## src/rtl/bldc_defs.vh

```
/*
 * Constants of the battery level detect control block: register offsets,
 * field positions, reset values and timing figures.
 * Assumes a 20 MHz system clock and a 32-bit classic Wishbone bus.
 */
`ifndef BLDC_DEFS_VH
`define BLDC_DEFS_VH

// Byte offsets
`define BLDC_CTRL_OFF      8'h00
`define BLDC_STAT_OFF      8'h04
`define BLDC_IRQ_STAT_OFF  8'h08
`define BLDC_IRQ_CLR_OFF   8'h0C
`define BLDC_IRQ_EN_OFF    8'h10

// Control register fields
`define BLDC_CTRL_MODE_BIT 0
`define BLDC_CTRL_SW_BIT   1

// Status register fields
`define BLDC_STAT_ON_BIT   0
`define BLDC_STAT_SET_BIT  1
`define BLDC_STAT_LOW_BIT  2
`define BLDC_STAT_HOLD_BIT 3
`define BLDC_STAT_HS_BIT   4

// Interrupt fields
`define BLDC_IRQ_SETTLED   0
`define BLDC_IRQ_OVERTIME  1
`define BLDC_IRQ_HOLD_END  2
`define BLDC_IRQ_W         3

// Reset values
`define BLDC_IRQ_RST       3'h0
`define BLDC_CTRL_RST      1'h0

// Timing
`define BLDC_CLK_KHZ       20000
`define BLDC_SETTLE_US     100
`define BLDC_HOLD_MS       600
`define BLDC_SW_MAX_MS     10
`define BLDC_SETTLE_CYC    ((`BLDC_SETTLE_US * `BLDC_CLK_KHZ + 999) / 1000)
`define BLDC_HOLD_CYC      (`BLDC_HOLD_MS * `BLDC_CLK_KHZ)
`define BLDC_SW_MAX_CYC    (`BLDC_SW_MAX_MS * `BLDC_CLK_KHZ)

`endif

```

## src/rtl/bldc_top.v

```verilog
/*
 * Battery level detect control: heavy-load mode bit, detection sampling
 * switch, settle timing, result latch, interrupt status, Wishbone slave.
 * Assumes synchronous inputs, i_clk at 20 MHz, a classic Wishbone master,
 * and an analog comparator giving i_cmp_low while the detector is powered.
 */
// Our own choices: register access over Wishbone and the address map.
`include "bldc_defs.vh"
`default_nettype none

// Operation
// - Result counts as settled only after detector has been on 100 us.
// - High-speed clock: written mode one holds at least 0.6 s.
// - Switch and result share one bit: write drives switch, read returns result.
// - Standard parts return to normal mode with no special sequence.
module bldc_top #(
   parameter SETTLE_CYC = `BLDC_SETTLE_CYC,
   parameter HOLD_CYC   = `BLDC_HOLD_CYC,
   parameter SW_MAX_CYC = `BLDC_SW_MAX_CYC,
   parameter LOW_VOLT   = 0
) (
   input  wire        i_clk,
   input  wire        i_nrst,
   input  wire        i_high_speed_clock,
   input  wire        i_cmp_low,
   input  wire        i_wb_cyc,
   input  wire        i_wb_stb,
   input  wire        i_wb_we,
   input  wire [7:0]  i_wb_adr,
   input  wire [3:0]  i_wb_sel,
   input  wire [31:0] i_wb_dat,
   output reg  [31:0] o_wb_dat,
   output reg         o_wb_ack,
   output wire        o_detect_on,
   output wire        o_heavy_load_mode,
   output wire        o_irq
);

   function hit;
      input [7:0] adr;
      input [7:0] off;
      begin
         hit = (adr[7:2] == off[7:2]);
      end
   endfunction

   function [23:0] inc_sat;
      input [23:0] cnt;
      input [23:0] lim;
      begin
         inc_sat = (cnt == lim) ? cnt : cnt + 24'h000001;
      end
   endfunction

   reg        heavy_load_mode_bit_q;
   reg        detect_sample_switch_q;
   reg        clr_pending_q;
   reg        battery_low_result_q;
   reg        settled_q;
   reg [23:0] settle_cnt_q;
   reg [23:0] hold_cnt_q;
   reg [23:0] sw_cnt_q;
   reg [`BLDC_IRQ_W-1:0] irq_stat_q;
   reg [`BLDC_IRQ_W-1:0] irq_en_q;
   reg        heavy_load_mode_bit_d;
   reg        detect_sample_switch_d;
   reg        clr_pending_d;
   reg [23:0] hold_cnt_d;
   reg        settled_d;
   reg        battery_low_result_d;
   reg [23:0] settle_cnt_d;
   reg [23:0] sw_cnt_d;

   wire req  = i_wb_cyc & i_wb_stb & ~o_wb_ack;
   wire wr   = req & i_wb_we & i_wb_sel[0];
   wire wr_ctrl = wr & hit(i_wb_adr, `BLDC_CTRL_OFF);
   wire wr_clr  = wr & hit(i_wb_adr, `BLDC_IRQ_CLR_OFF);
   wire wr_en   = wr & hit(i_wb_adr, `BLDC_IRQ_EN_OFF);
   wire det_on  = heavy_load_mode_bit_q | detect_sample_switch_q;
   wire hold_act = (hold_cnt_q != 24'h000000);
   wire settle_done = det_on & (settle_cnt_q == SETTLE_CYC[23:0] - 24'h000001);
   wire hold_end = (hold_cnt_q == 24'h000001);
   wire overtime = heavy_load_mode_bit_q & detect_sample_switch_q &
                   (sw_cnt_q == SW_MAX_CYC[23:0] - 24'h000001);
   wire [`BLDC_IRQ_W-1:0] ev = {hold_end, overtime, settle_done};

   assign o_detect_on       = det_on;
   assign o_heavy_load_mode = heavy_load_mode_bit_q;
   assign o_irq             = |(irq_stat_q & irq_en_q);

   // Wishbone slave, one wait state, unmapped reads return zero
   always @(posedge i_clk) begin
      if (!i_nrst) begin
         o_wb_ack <= 1'b0;
         o_wb_dat <= 32'h00000000;
      end else begin
         o_wb_ack <= req;
         o_wb_dat <= 32'h00000000;
         if (req && !i_wb_we) begin
            if (hit(i_wb_adr, `BLDC_CTRL_OFF)) begin
               // Shared bit reads the result, not the switch
               o_wb_dat[`BLDC_CTRL_MODE_BIT] <= heavy_load_mode_bit_q;
               o_wb_dat[`BLDC_CTRL_SW_BIT]   <= battery_low_result_q;
            end else if (hit(i_wb_adr, `BLDC_STAT_OFF)) begin
               o_wb_dat[`BLDC_STAT_ON_BIT]   <= det_on;
               o_wb_dat[`BLDC_STAT_SET_BIT]  <= settled_q;
               o_wb_dat[`BLDC_STAT_LOW_BIT]  <= battery_low_result_q;
               o_wb_dat[`BLDC_STAT_HOLD_BIT] <= hold_act;
               o_wb_dat[`BLDC_STAT_HS_BIT]   <= i_high_speed_clock;
            end else if (hit(i_wb_adr, `BLDC_IRQ_STAT_OFF)) begin
               o_wb_dat[`BLDC_IRQ_W-1:0] <= irq_stat_q;
            end else if (hit(i_wb_adr, `BLDC_IRQ_EN_OFF)) begin
               o_wb_dat[`BLDC_IRQ_W-1:0] <= irq_en_q;
            end
         end
      end
   end

   // Mode bit and sampling switch, next values
   always @* begin
      heavy_load_mode_bit_d  = heavy_load_mode_bit_q;
      detect_sample_switch_d = detect_sample_switch_q;
      clr_pending_d          = clr_pending_q;
      hold_cnt_d             = hold_cnt_q;
      if (hold_act)
         hold_cnt_d = hold_cnt_q - 24'h000001;
      if (wr_ctrl) begin
         // Shared bit write reaches only the switch, not the result
         detect_sample_switch_d = i_wb_dat[`BLDC_CTRL_SW_BIT];
         if (i_wb_dat[`BLDC_CTRL_MODE_BIT]) begin
            heavy_load_mode_bit_d = 1'b1;
            clr_pending_d         = 1'b0;
            // High-speed clock: one is held a minimum time
            if (i_high_speed_clock)
               hold_cnt_d = HOLD_CYC[23:0];
         end else if (hold_act) begin
            clr_pending_d = 1'b1;
         end else begin
            // Plain exit from protection mode
            heavy_load_mode_bit_d = 1'b0;
         end
      end else if (clr_pending_q && !hold_act) begin
         // Deferred clear once hold time is over
         heavy_load_mode_bit_d = 1'b0;
         clr_pending_d         = 1'b0;
      end
   end

   always @(posedge i_clk) begin
      if (!i_nrst) begin
         heavy_load_mode_bit_q  <= `BLDC_CTRL_RST;
         detect_sample_switch_q <= `BLDC_CTRL_RST;
         clr_pending_q          <= 1'b0;
         hold_cnt_q             <= 24'h000000;
      end else begin
         heavy_load_mode_bit_q  <= heavy_load_mode_bit_d;
         detect_sample_switch_q <= detect_sample_switch_d;
         clr_pending_q          <= clr_pending_d;
         hold_cnt_q             <= hold_cnt_d;
      end
   end

   // Settle timing and result latch, next values
   always @* begin
      settle_cnt_d         = settle_cnt_q;
      settled_d            = settled_q;
      battery_low_result_d = battery_low_result_q;
      if (!det_on) begin
         settle_cnt_d = 24'h000000;
         settled_d    = 1'b0;
      end else if (!settled_q) begin
         settle_cnt_d = inc_sat(settle_cnt_q, SETTLE_CYC[23:0]);
         // Comparator is trusted only after the settle time
         if (settle_done)
            settled_d = 1'b1;
      end
      // Result is kept after power-off so it can be read later
      if (settled_q && det_on)
         battery_low_result_d = i_cmp_low;
   end

   always @(posedge i_clk) begin
      if (!i_nrst) begin
         settle_cnt_q         <= 24'h000000;
         settled_q            <= 1'b0;
         battery_low_result_q <= 1'b0;
      end else begin
         settle_cnt_q         <= settle_cnt_d;
         settled_q            <= settled_d;
         battery_low_result_q <= battery_low_result_d;
      end
   end

   // Switch on-time watch during protection mode
   always @* begin
      sw_cnt_d = 24'h000000;
      // Counter saturates so the overtime event fires once
      if (heavy_load_mode_bit_q && detect_sample_switch_q)
         sw_cnt_d = inc_sat(sw_cnt_q, SW_MAX_CYC[23:0]);
   end

   always @(posedge i_clk) begin
      if (!i_nrst)
         sw_cnt_q <= 24'h000000;
      else
         sw_cnt_q <= sw_cnt_d;
   end

   // Sticky events; a set in the clear cycle wins
   always @(posedge i_clk) begin
      if (!i_nrst) begin
         irq_stat_q <= `BLDC_IRQ_RST;
         irq_en_q   <= `BLDC_IRQ_RST;
      end else begin
         if (wr_en)
            irq_en_q <= i_wb_dat[`BLDC_IRQ_W-1:0];
         if (wr_clr)
            irq_stat_q <= (irq_stat_q & ~i_wb_dat[`BLDC_IRQ_W-1:0]) | ev;
         else
            irq_stat_q <= irq_stat_q | ev;
      end
   end

endmodule

`default_nettype wire

```

## config.mk

```make
export PLATFORM = sky130hd
export DESIGN_NAME = bldc_top
export DESIGN_NICKNAME = d
export VERILOG_FILES = /design/src/rtl/bldc_top.v
export VERILOG_INCLUDE_DIRS = /design/src /design/src/rtl
export SDC_FILE = /design/constraint.sdc
export NUM_CORES = 1
export LEC_CHECK = 0
export ABC_AREA = 1
export BUFFER_PORTS_ARGS = -buffer_cell sky130_fd_sc_hd__buf_2
export CORE_UTILIZATION = 55
export CTS_CLUSTER_SIZE = 28
export DETAILED_ROUTE_END_ITERATION = 8
export PLACE_DENSITY_LB_ADDON = 0.1
export SLEW_MARGIN = 20
export SYNTH_ARGS = -nofsm -noshare
export SYNTH_HDL_FRONTEND = slang
export SYNTH_SLANG_ARGS = --single-unit
```

## constraint.sdc

```tcl
create_clock -name i_clk -period 4.4 [get_ports i_clk]
set_input_delay 0.22 -clock i_clk [delete_from_list [all_inputs] [get_ports i_clk]]
set_output_delay 0.22 -clock i_clk [all_outputs]
set_load 0.02 [all_outputs]
```

# [Yosys cells after proc, flatten, opt, wreduce, memory -nomap -nowiden]
# Cells that the tools add are included.
[classes] addsub=3 eq_ne=11 muxes=18 bitwise_logic=22 reduce_logical=18
[op_table] op="$mux 24" count=4
[op_table] op="$add 24x1->24 const B" count=2
[op_table] op="$eq 24x11->1 const B" count=2
[op_table] op="$eq 24x18->1 const B" count=2
[op_table] op="$eq 24x1->1 const B" count=1
[op_table] op="$reduce_bool 24->1" count=1
[op_table] op="$sub 24x1->24 const B" count=1
[op_table] op="$eq 6x2->1 const B" count=2
[op_table] op="$mux 3" count=4
[op_table] op="$reduce_and 2->1" count=6
[op_table] op="$and 1x1->1" count=10
[op_table] op="$mux 1" count=9
[op_table] op="$and 3x3->3" count=2
[op_table] op="$eq 6x1->1 const B" count=1
[op_table] op="$eq 6x3->1 const B" count=1
[op_table] op="$logic_not 6->1" count=1
[op_table] op="$not 1->1" count=6
[op_table] op="$or 3x3->3" count=2
[op_table] op="$reduce_or 3->1" count=2
[op_table] op="$logic_and 1x1->1" count=4
[op_table] op="$reduce_or 4->1" count=1
[op_table] op="$ne 3x2->1 const B" count=1
[op_table] op="$ne 3x3->1 const B" count=1
[op_table] op="$not 3->3" count=1
[op_table] op="4 further kinds" count=5
[word_totals] regBits=116 input_bits=51 out_inout_bits=36 wordCells=87

# [Depth between registers and ports, before layout]
# Gate-level depths: netlist of the first run.
[logic_depth] word_depth=7 mapped_depth=10 mapped_depth_nobuf=10

# [Worst setup path before layout of the first run]
# OpenSTA, ideal clock, no wires.
[synth_path] path_kind="flip-flop to flip-flop" start="register settle_cnt_q[0]" end="register settle_cnt_q[20]" setup_ns=0.135 t_arrival_ns=1.362 t_required_ns=4.265 setup_slack_ns=2.903 stages_incl_launch_ff=11 path_buffers=1 synth_period_minus_slack_ns=1.497 cell_sequence="dfxtp_1 -> inv_1 -> ha_1 -> nand2_1 -> nor3_4 -> nand3_4 -> nand2_8 -> inv_4 -> buf_6 -> nand2_1 -> a21oi_2"
[synth_between] elab_chain_cells=3 elab_cells_between_ends=4 classes_between="1 x add/sub; 1 x eq/ne; 1 x bitwise; 1 x reduce/logical"
[synth_lines] item="from (decl)" line_no="bldc_top.v:60" text="reg [23:0] settle_cnt_q;"
[synth_lines] item="from (signal assigned)" line_no="bldc_top.v:188" text="settle_cnt_q <= settle_cnt_d;"
[synth_lines] item="parallel branches: the longest is 3 deep, another holds $add 24x1->24"
# Several ways; the timed one is not identified.
# A chain may end at the register's enable or synchronous reset.

# [Worst setup path in the final report of the first run]
[layout_path] start="register hold_cnt_q[0]" end="register heavy_load_mode_bit_q, in the netlist o_heavy_load_mode"
[layout_between] elab_chain_cells=5 elab_cells_between_ends=6 classes_between="1 x eq/ne; 5 x reduce/logical"
[layout_lines] item="from (decl)" line_no="bldc_top.v:61" text="reg [23:0] hold_cnt_q;"
[layout_lines] item="from (signal assigned)" line_no="bldc_top.v:159" text="hold_cnt_q <= hold_cnt_d;"
[layout_lines] item="$reduce_bool 24->1 *" line_no="bldc_top.v:80" text="wire hold_act = (hold_cnt_q != 24'h000000);"
[layout_lines] item="$logic_not 1->1" line_no="bldc_top.v:142" text="end else if (clr_pending_q && !hold_act) begin"
[layout_lines] item="$logic_and 1x1->1" line_no="bldc_top.v:142"
[layout_lines] item="$reduce_bool 2->1 (no source line)"
[layout_lines] item="$reduce_and 2->1 (no source line) *"
[layout_lines] item="to (signal assigned)" line_no="bldc_top.v:151" text="heavy_load_mode_bit_q <= `BLDC_CTRL_RST;"
[layout_lines] item="to (signal assigned)" line_no="bldc_top.v:156" text="heavy_load_mode_bit_q <= heavy_load_mode_bit_d;"
[layout_lines] item="to (decl)" line_no="bldc_top.v:55" text="reg heavy_load_mode_bit_q;"
# Every way passes the cells marked *; elsewhere a longest branch is shown, timed or not.

==> key figures, run 1 <==
Status
  – Outcome: finished clean

STA
  – Tightest Pin Transition: 0.9201 ns
  – Fin crit share: between 40% and 50%
  – Max Transition Viols Final: 0
  – Min cycle time layout: 2.124 ns
  – Hold slack final: between 0.1 and 0.15 ns
  – Max Freq: 0.4708 GHz
  – Setup TNS Final: 0 ns
  – Hold Vio Cnt, Final: 0
  – Count of final setup violators: 0
  – RSZ-0062 raised after global routing: no
  – Slew Limit Headroom: a little under 40%
  – Skew final: between 0.01 and 0.015 ns

Pwr
  – Clock power share: a little under a quarter
  – Leakage: 2.248 nW
  – P_int: 1.553 mW
  – Sw Ratio: a little over 40%
  – Comb power frac: around two fifths
  – Final Total Pwr: approximately 2.6 mW
  – Peak supply drop: 0.2246 mV
  – Pwr dens: 471.2 mW/mm2
  – Sw power: 1.058 mW
  – Part of the power in registers: 37.9%

Finish
  – Diode count: 0
  – Area Growth Syn to Fin: 5.731%
  – NumNets Final: roughly 890
  – Share of cells above drive strength 1: around 8.6%
  – Non-Filler Instances: a little under 1000
  – # fillers: 915
  – Final Util: approximately three fifths

Yosys
  – Main synth FF type: dfxtp_1
  – Post-Syn Area: roughly 0.0052 mm2
  – Post-synth cell types: 37
  – Synth Warn #: 0
  – Post-Syn Area per Cell: between 6 and 7 um2
  – Fraction of registers with async set or reset after synthesis: 0%
  – FF+latch count, synth: slightly below 90
  – Seq/Total Area, Yosys: 34.00%
  – Most frequent cell after synthesis: nand2_1
  – EDFF count, synth: 0
  – Top cells by area, synth: dfxtp_1 (34%), nand2_1 (16%), nor2_1 (9.0%), inv_1 (6.7%), a21oi_1 (4.8%)
  – Synth cell count leaders: nand2_1 (225), nor2_1 (126), inv_1 (93), dfxtp_1 (89), a21oi_1 (50)
  – Top cell type's share of synthesized area: around 34%
  – Synth Instances: around 810
  – Yosys top cell by area: dfxtp_1

Setup path
  – Crit path capture type: register
  – Critical path arrival: roughly 2.4 ns
  – CP max FO: 22
  – WS Path Type: register to register
  – Type of origin of the critical path: register
  – Worst EP required: 4.63 ns

Min path
  – Hold Crit Class: input port to register

Floorplanning
  – Die H: roughly 100 um
  – Die width: about 100 um
  – IO Pins: 87
  – Initial Util: 56.71%
  – Cell Rows: 35
  – Die area: 0.009921 mm2
  – Core Box Area: about 0.0092 mm2

Global routing
  – First-pass GRT wire length: 19.69 mm
  – All-Layer GR Usage: around a quarter
  – Largest net degree at the start of global routing: 26
  – Initial antenna violation count: 0
  – Remaining global-route overflow: 0
  – Vias in the first global route: about 4500

Clock tree
  – TritonCTS buffer count: 9
  – Setup bufs post-CTS: 0
  – H-tree depth: 3
  – Clk Latency, worst-skew pair: approximately 0.35 ns
  – CTS tree: done
  – Maximum root-to-sink buffer count: 2
  – CTS resizes: 0
  – Post-cts hold buffer count: 0
  – CTS root buf: clkbuf_8
  – TritonCTS Sinks: just under 90
  – Register clock-pin slew on the reported worst setup and hold paths: 0.09 ns

Routing
  – Avg WL per Cell: between 10 and 15 um
  – First-pass detailed-route iteration total: 5
  – Vias after detailed routing: 4870
  – Post-DR vias/cell: 5.057
  – Routed Wire Length: 11.12 mm
  – Initial DRC count: around 180
  – Drc violations: 0
  – Final ANT Viol Nets: 0

Job
  – Maxcap violations: 0

Placement
  – Input/output buffers: 25
  – HPWL Detailed: about 8.5 mm
  – Gpl congestion: a little over 0.9
  – Placed Cells: approximately 950
## per-stage QoR
step / setup slack (ns) / instance area, um2
2_1_floorplan: 2.903 / 5338
3_3_place_gp: 2.314 / 5324
3_5_place_dp: 2.304 / 5324
4_1_cts: 2.269 / 5540
5_1_grt: 2.008 / 5540
6_report: 2.276 / 5540
## path summary, 6_finish.rpt
check             cells past startpoint          start  slack (ns)                 to
setup reg to reg                      9  hold_cnt_q[0]        2.28  o_heavy_load_mode
hold / removal                        3    i_wb_dat[2]        0.12        irq_en_q[2]
setup / recovery                      9  hold_cnt_q[0]        2.28  o_heavy_load_mode
hold reg to reg                       2   sw_cnt_q[20]        0.48       sw_cnt_q[20]
## registers in the layout, summed over array words and instances (netlist names)
signal / cells
irq_stat_q: 3
hold_cnt_q: 24
detect_sample_switch_q: 1
o_wb_dat: 5
o_wb_ack: 1
o_heavy_load_mode: 1
sw_cnt_q: 24
clr_pending_q: 1
battery_low_result_q: 1
irq_en_q: 3
settled_q: 1
settle_cnt_q: 24
## layer usage
layer,share of wire [%],vias up,GRT usage [%]
li1,-,2539,-
met1,48,2215,30.36
met2,46,94,41.51
met3,3.2,22,2.952
met4,2.2,0,8.937
met5,0,-,0
## cell type report
| class | count | area (um2) | area share (%) |
|---|---|---|---|
| Tap cell | 129 | 161.4 | 2.913 |
| Clock inverter | 6 | 92.59 | 1.671 |
| Clock buffer | 9 | 123.9 | 2.236 |
| Multi-Input combinational cell | 608 | 2889 | 52.15 |
| Sequential cell | 89 | 1782 | 32.16 |
| Timing Repair Buffer | 25 | 125.1 | 2.258 |
| Inverter | 97 | 366.6 | 6.617 |
## placed cells by master (no fill, tap or decap), drive strengths merged
master / n
a21oi: 60
a31oi: 4
and2: 1
buf: 25
bufinv: 2
clkbuf: 9
clkinv: 1
clkinvlp: 2
conb: 27
dfxtp: 89
ha: 6
inv: 98
nand2: 228
nand3: 53
nand3b: 5
nand4: 16
nor2: 134
nor3: 14
nor3b: 1
o211ai: 2
o21a: 1
o21ai: 23
o21bai: 1
o31ai: 1
or2: 2
xnor2: 11
xor2: 18
## power groups by stage
stage	combinational [mW]	sequential, mW	clock (mW)
2_1_floorplan	0.839	0.983	0
3_3_place_gp	0.976	1.00	0
3_5_place_dp	0.992	1.01	0
4_1_cts	0.995	0.989	0.635
5_1_grt	1.17	1.00	0.664
6_report	1.00	0.990	0.617
## worst max-delay path, stage by stage (launching register included)
cell	delay [ns]
dfxtp_1	0.35
inv_1	0.12
ha_1	0.25
nand2_2	0.12
nor2_4	0.18
nand3_2	0.38
inv_1	0.35
o21ai_0	0.13
nand2_1	0.07
a21oi_1	0.06
## cells by family after synthesis
logic type      share of synthesized area (%)
compound gates                          9.838
xor+xnor                                4.847
fa+ha+maj                               1.433
buf+inv                                 12.73
flops                                   34.00
other cells                           0.07156
simple gates                            37.08
(Power assumes the default switching activity.)
==> run 2, diff against run 1 <==
==> constraint.sdc (replaced) <==
create_clock -name i_clk -period 2.2 [get_ports i_clk]
set_input_delay 0.11 -clock i_clk [delete_from_list [all_inputs] [get_ports i_clk]]
set_output_delay 0.11 -clock i_clk [all_outputs]
set_load 0.02 [all_outputs]
==> key figures, run 2 (synthesized netlist as in run 1, its figures left out) <==
Status
  – Outcome: finished clean

Routing
  – Post-DR vias/cell: around 5.0
  – Avg WL per Cell: roughly 12 um
  – Initial DRC count: 190
  – Vias after detailed routing: around 4900
  – Final ANT Viol Nets: 0
  – First-pass detailed-route iteration total: 5
  – Routed Wire Length: 11.34 mm
  – Drc violations: 0

Clock tree
  – Post-cts hold buffer count: 1
  – H-tree depth: 3
  – Maximum root-to-sink buffer count: 2
  – CTS resizes: 0
  – Register clock-pin slew on the reported worst setup and hold paths: about 0.1 ns
  – CTS root buf: clkbuf_8
  – Setup bufs post-CTS: 0
  – Clk Latency, worst-skew pair: around 0.36 ns
  – CTS tree: done
  – TritonCTS buffer count: 9
  – TritonCTS Sinks: 89

Global routing
  – Vias in the first global route: between 4000 and 5000
  – Initial antenna violation count: 0
  – First-pass GRT wire length: between 15 and 20 mm
  – Remaining global-route overflow: 0
  – All-Layer GR Usage: between 20% and 30%
  – Largest net degree at the start of global routing: 26

Finish
  – Largest regs: hold_cnt_q (24), settle_cnt_q (24), sw_cnt_q (24)
  – Commonest non-fill, non-tap cell in the layout: nand2_1
  – # fillers: ~900
  – Final instance area: 0.005598 mm2
  – Diode count: 0
  – Area of the multi-input gates: 0.002889 mm2
  – Share of cells above drive strength 1: a little under a tenth
  – Most frequent cells in the layout: nand2_1 (225), nor2_1 (126), inv_1 (93), dfxtp_1 (89), a21oi_1 (50)
  – NumNets Final: 894
  – Register Area: approximately 0.0018 mm2
  – Area Growth Syn to Fin: 6.829%
  – Non-Filler Instances: slightly below 1000

Floorplanning
  – Die H: between 90 and 100 um
  – Core Box Area: 0.009240 mm2
  – Die area: between 0.009 and 0.01 mm2
  – Initial Util: between 50 and 60%
  – Cell Rows: 35
  – Die width: about 100 um
  – IO Pins: 87

Setup path
  – CP cell instances: inv_1 -> ha_1 -> nand2_2 -> nor2_4 -> nand3_2 -> inv_1 -> o21ai_0 -> nand2_1 -> a21oi_1
  – Slowest-stage cell, CP: dfxtp_1
  – Crit path capture type: register
  – Top Family by Delay on Critical Path: simple AND/OR/NAND/NOR gates
  – Reg-to-Reg Start: hold_cnt_q[0]
  – Crit path largest cell delay: between 0.3 and 0.4 ns
  – CP max FO: 15
  – Worst EP required: between 2 and 2.5 ns
  – WS Path Type: register to register
  – Critical path origin: hold_cnt_q[0]
  – Type of origin of the critical path: register
  – Cell mode on critical path: inv_1
  – Worst path bufs/invs: 2
  – Critical path arrival: 2.19 ns

STA
  – Min cycle time layout: between 1.5 and 2 ns
  – Hold Vio Cnt, Final: 0
  – Skew final: between 0.01 and 0.015 ns
  – Max Freq: approximately 0.5 GHz
  – Fin crit share: roughly nine tenths
  – RSZ-0062 raised after global routing: no
  – Setup TNS Final: 0 ns
  – Setup WS post-layout: about 0.25 ns
  – Count of final setup violators: 0
  – Max Transition Viols Final: 0

Job
  – Maxcap violations: 0

Placement
  – Dpl cell area: 0.005369 mm2
  – HPWL Detailed: 8.450 mm
  – Placed Cells: 954
  – Dpl ws: between 0.2 and 0.3 ns
  – Input/output buffers: 25
  – Gpl congestion: 0.9381

Pwr
  – Pwr dens: ~960 mW/mm2
  – Peak supply drop: 0.4810 mV
  – Leakage: 2.277 nW

Min path
  – Hold Startpoint: i_cmp_low
  – Hold Crit Class: input port to register
==> run 2: final timing paths <==
kind,slack [ns],end,cells past startpoint
worst max register to register,0.25,o_heavy_load_mode,9
worst min-delay path,0.02,battery_low_result_q,3
worst min register to register,0.48,sw_cnt_q[20],2
worst max-delay path,0.25,o_heavy_load_mode,9
==> run 2: worst min-delay path: cells and delay by family <==
family,cells,cell delay [ns]
simple gates,1,0.07
buf+inv,1,0.11
compound gates,1,0.06
==> run 2: metrics by stage <==
step | hold slack, ns | util, % | total power [mW]
after floorplan | 0.2076 | - | 3.643
after global placement | 0.3640 | 58.10 | 4.080
after detailed placement | 0.3735 | 58.10 | 4.124
after CTS | 0.008043 | 60.58 | 5.410
after global routing | 0.01663 | 60.58 | 5.817
final | 0.02389 | 60.58 | 5.395
==> run 2: final cells by class <==
type	instances	area share (%)
multi-input cells	608	51.61
flip-flops and latches	89	31.83
inverters	97	6.549
repair buffers	32	3.219
well taps	129	2.883
clock buffers	10	2.280
clock inverters	6	1.632
==> run 2: layer usage <==
metal  vias to the layer above  track usage, %  share of wire (%)
met5                         -               0                  0
met1                      2210           30.62                 47
met3                        14           4.357                4.6
met2                       106           41.24                 47
li1                       2548               -                  -
met4                         0           8.032                1.5
==> run 2: power breakdown <==
group	total, mW	internal [mW]	switching [mW]
Combinational	2.13	0.724	1.41
Sequential	2.00	1.81	0.186
Clock	1.27	0.645	0.622
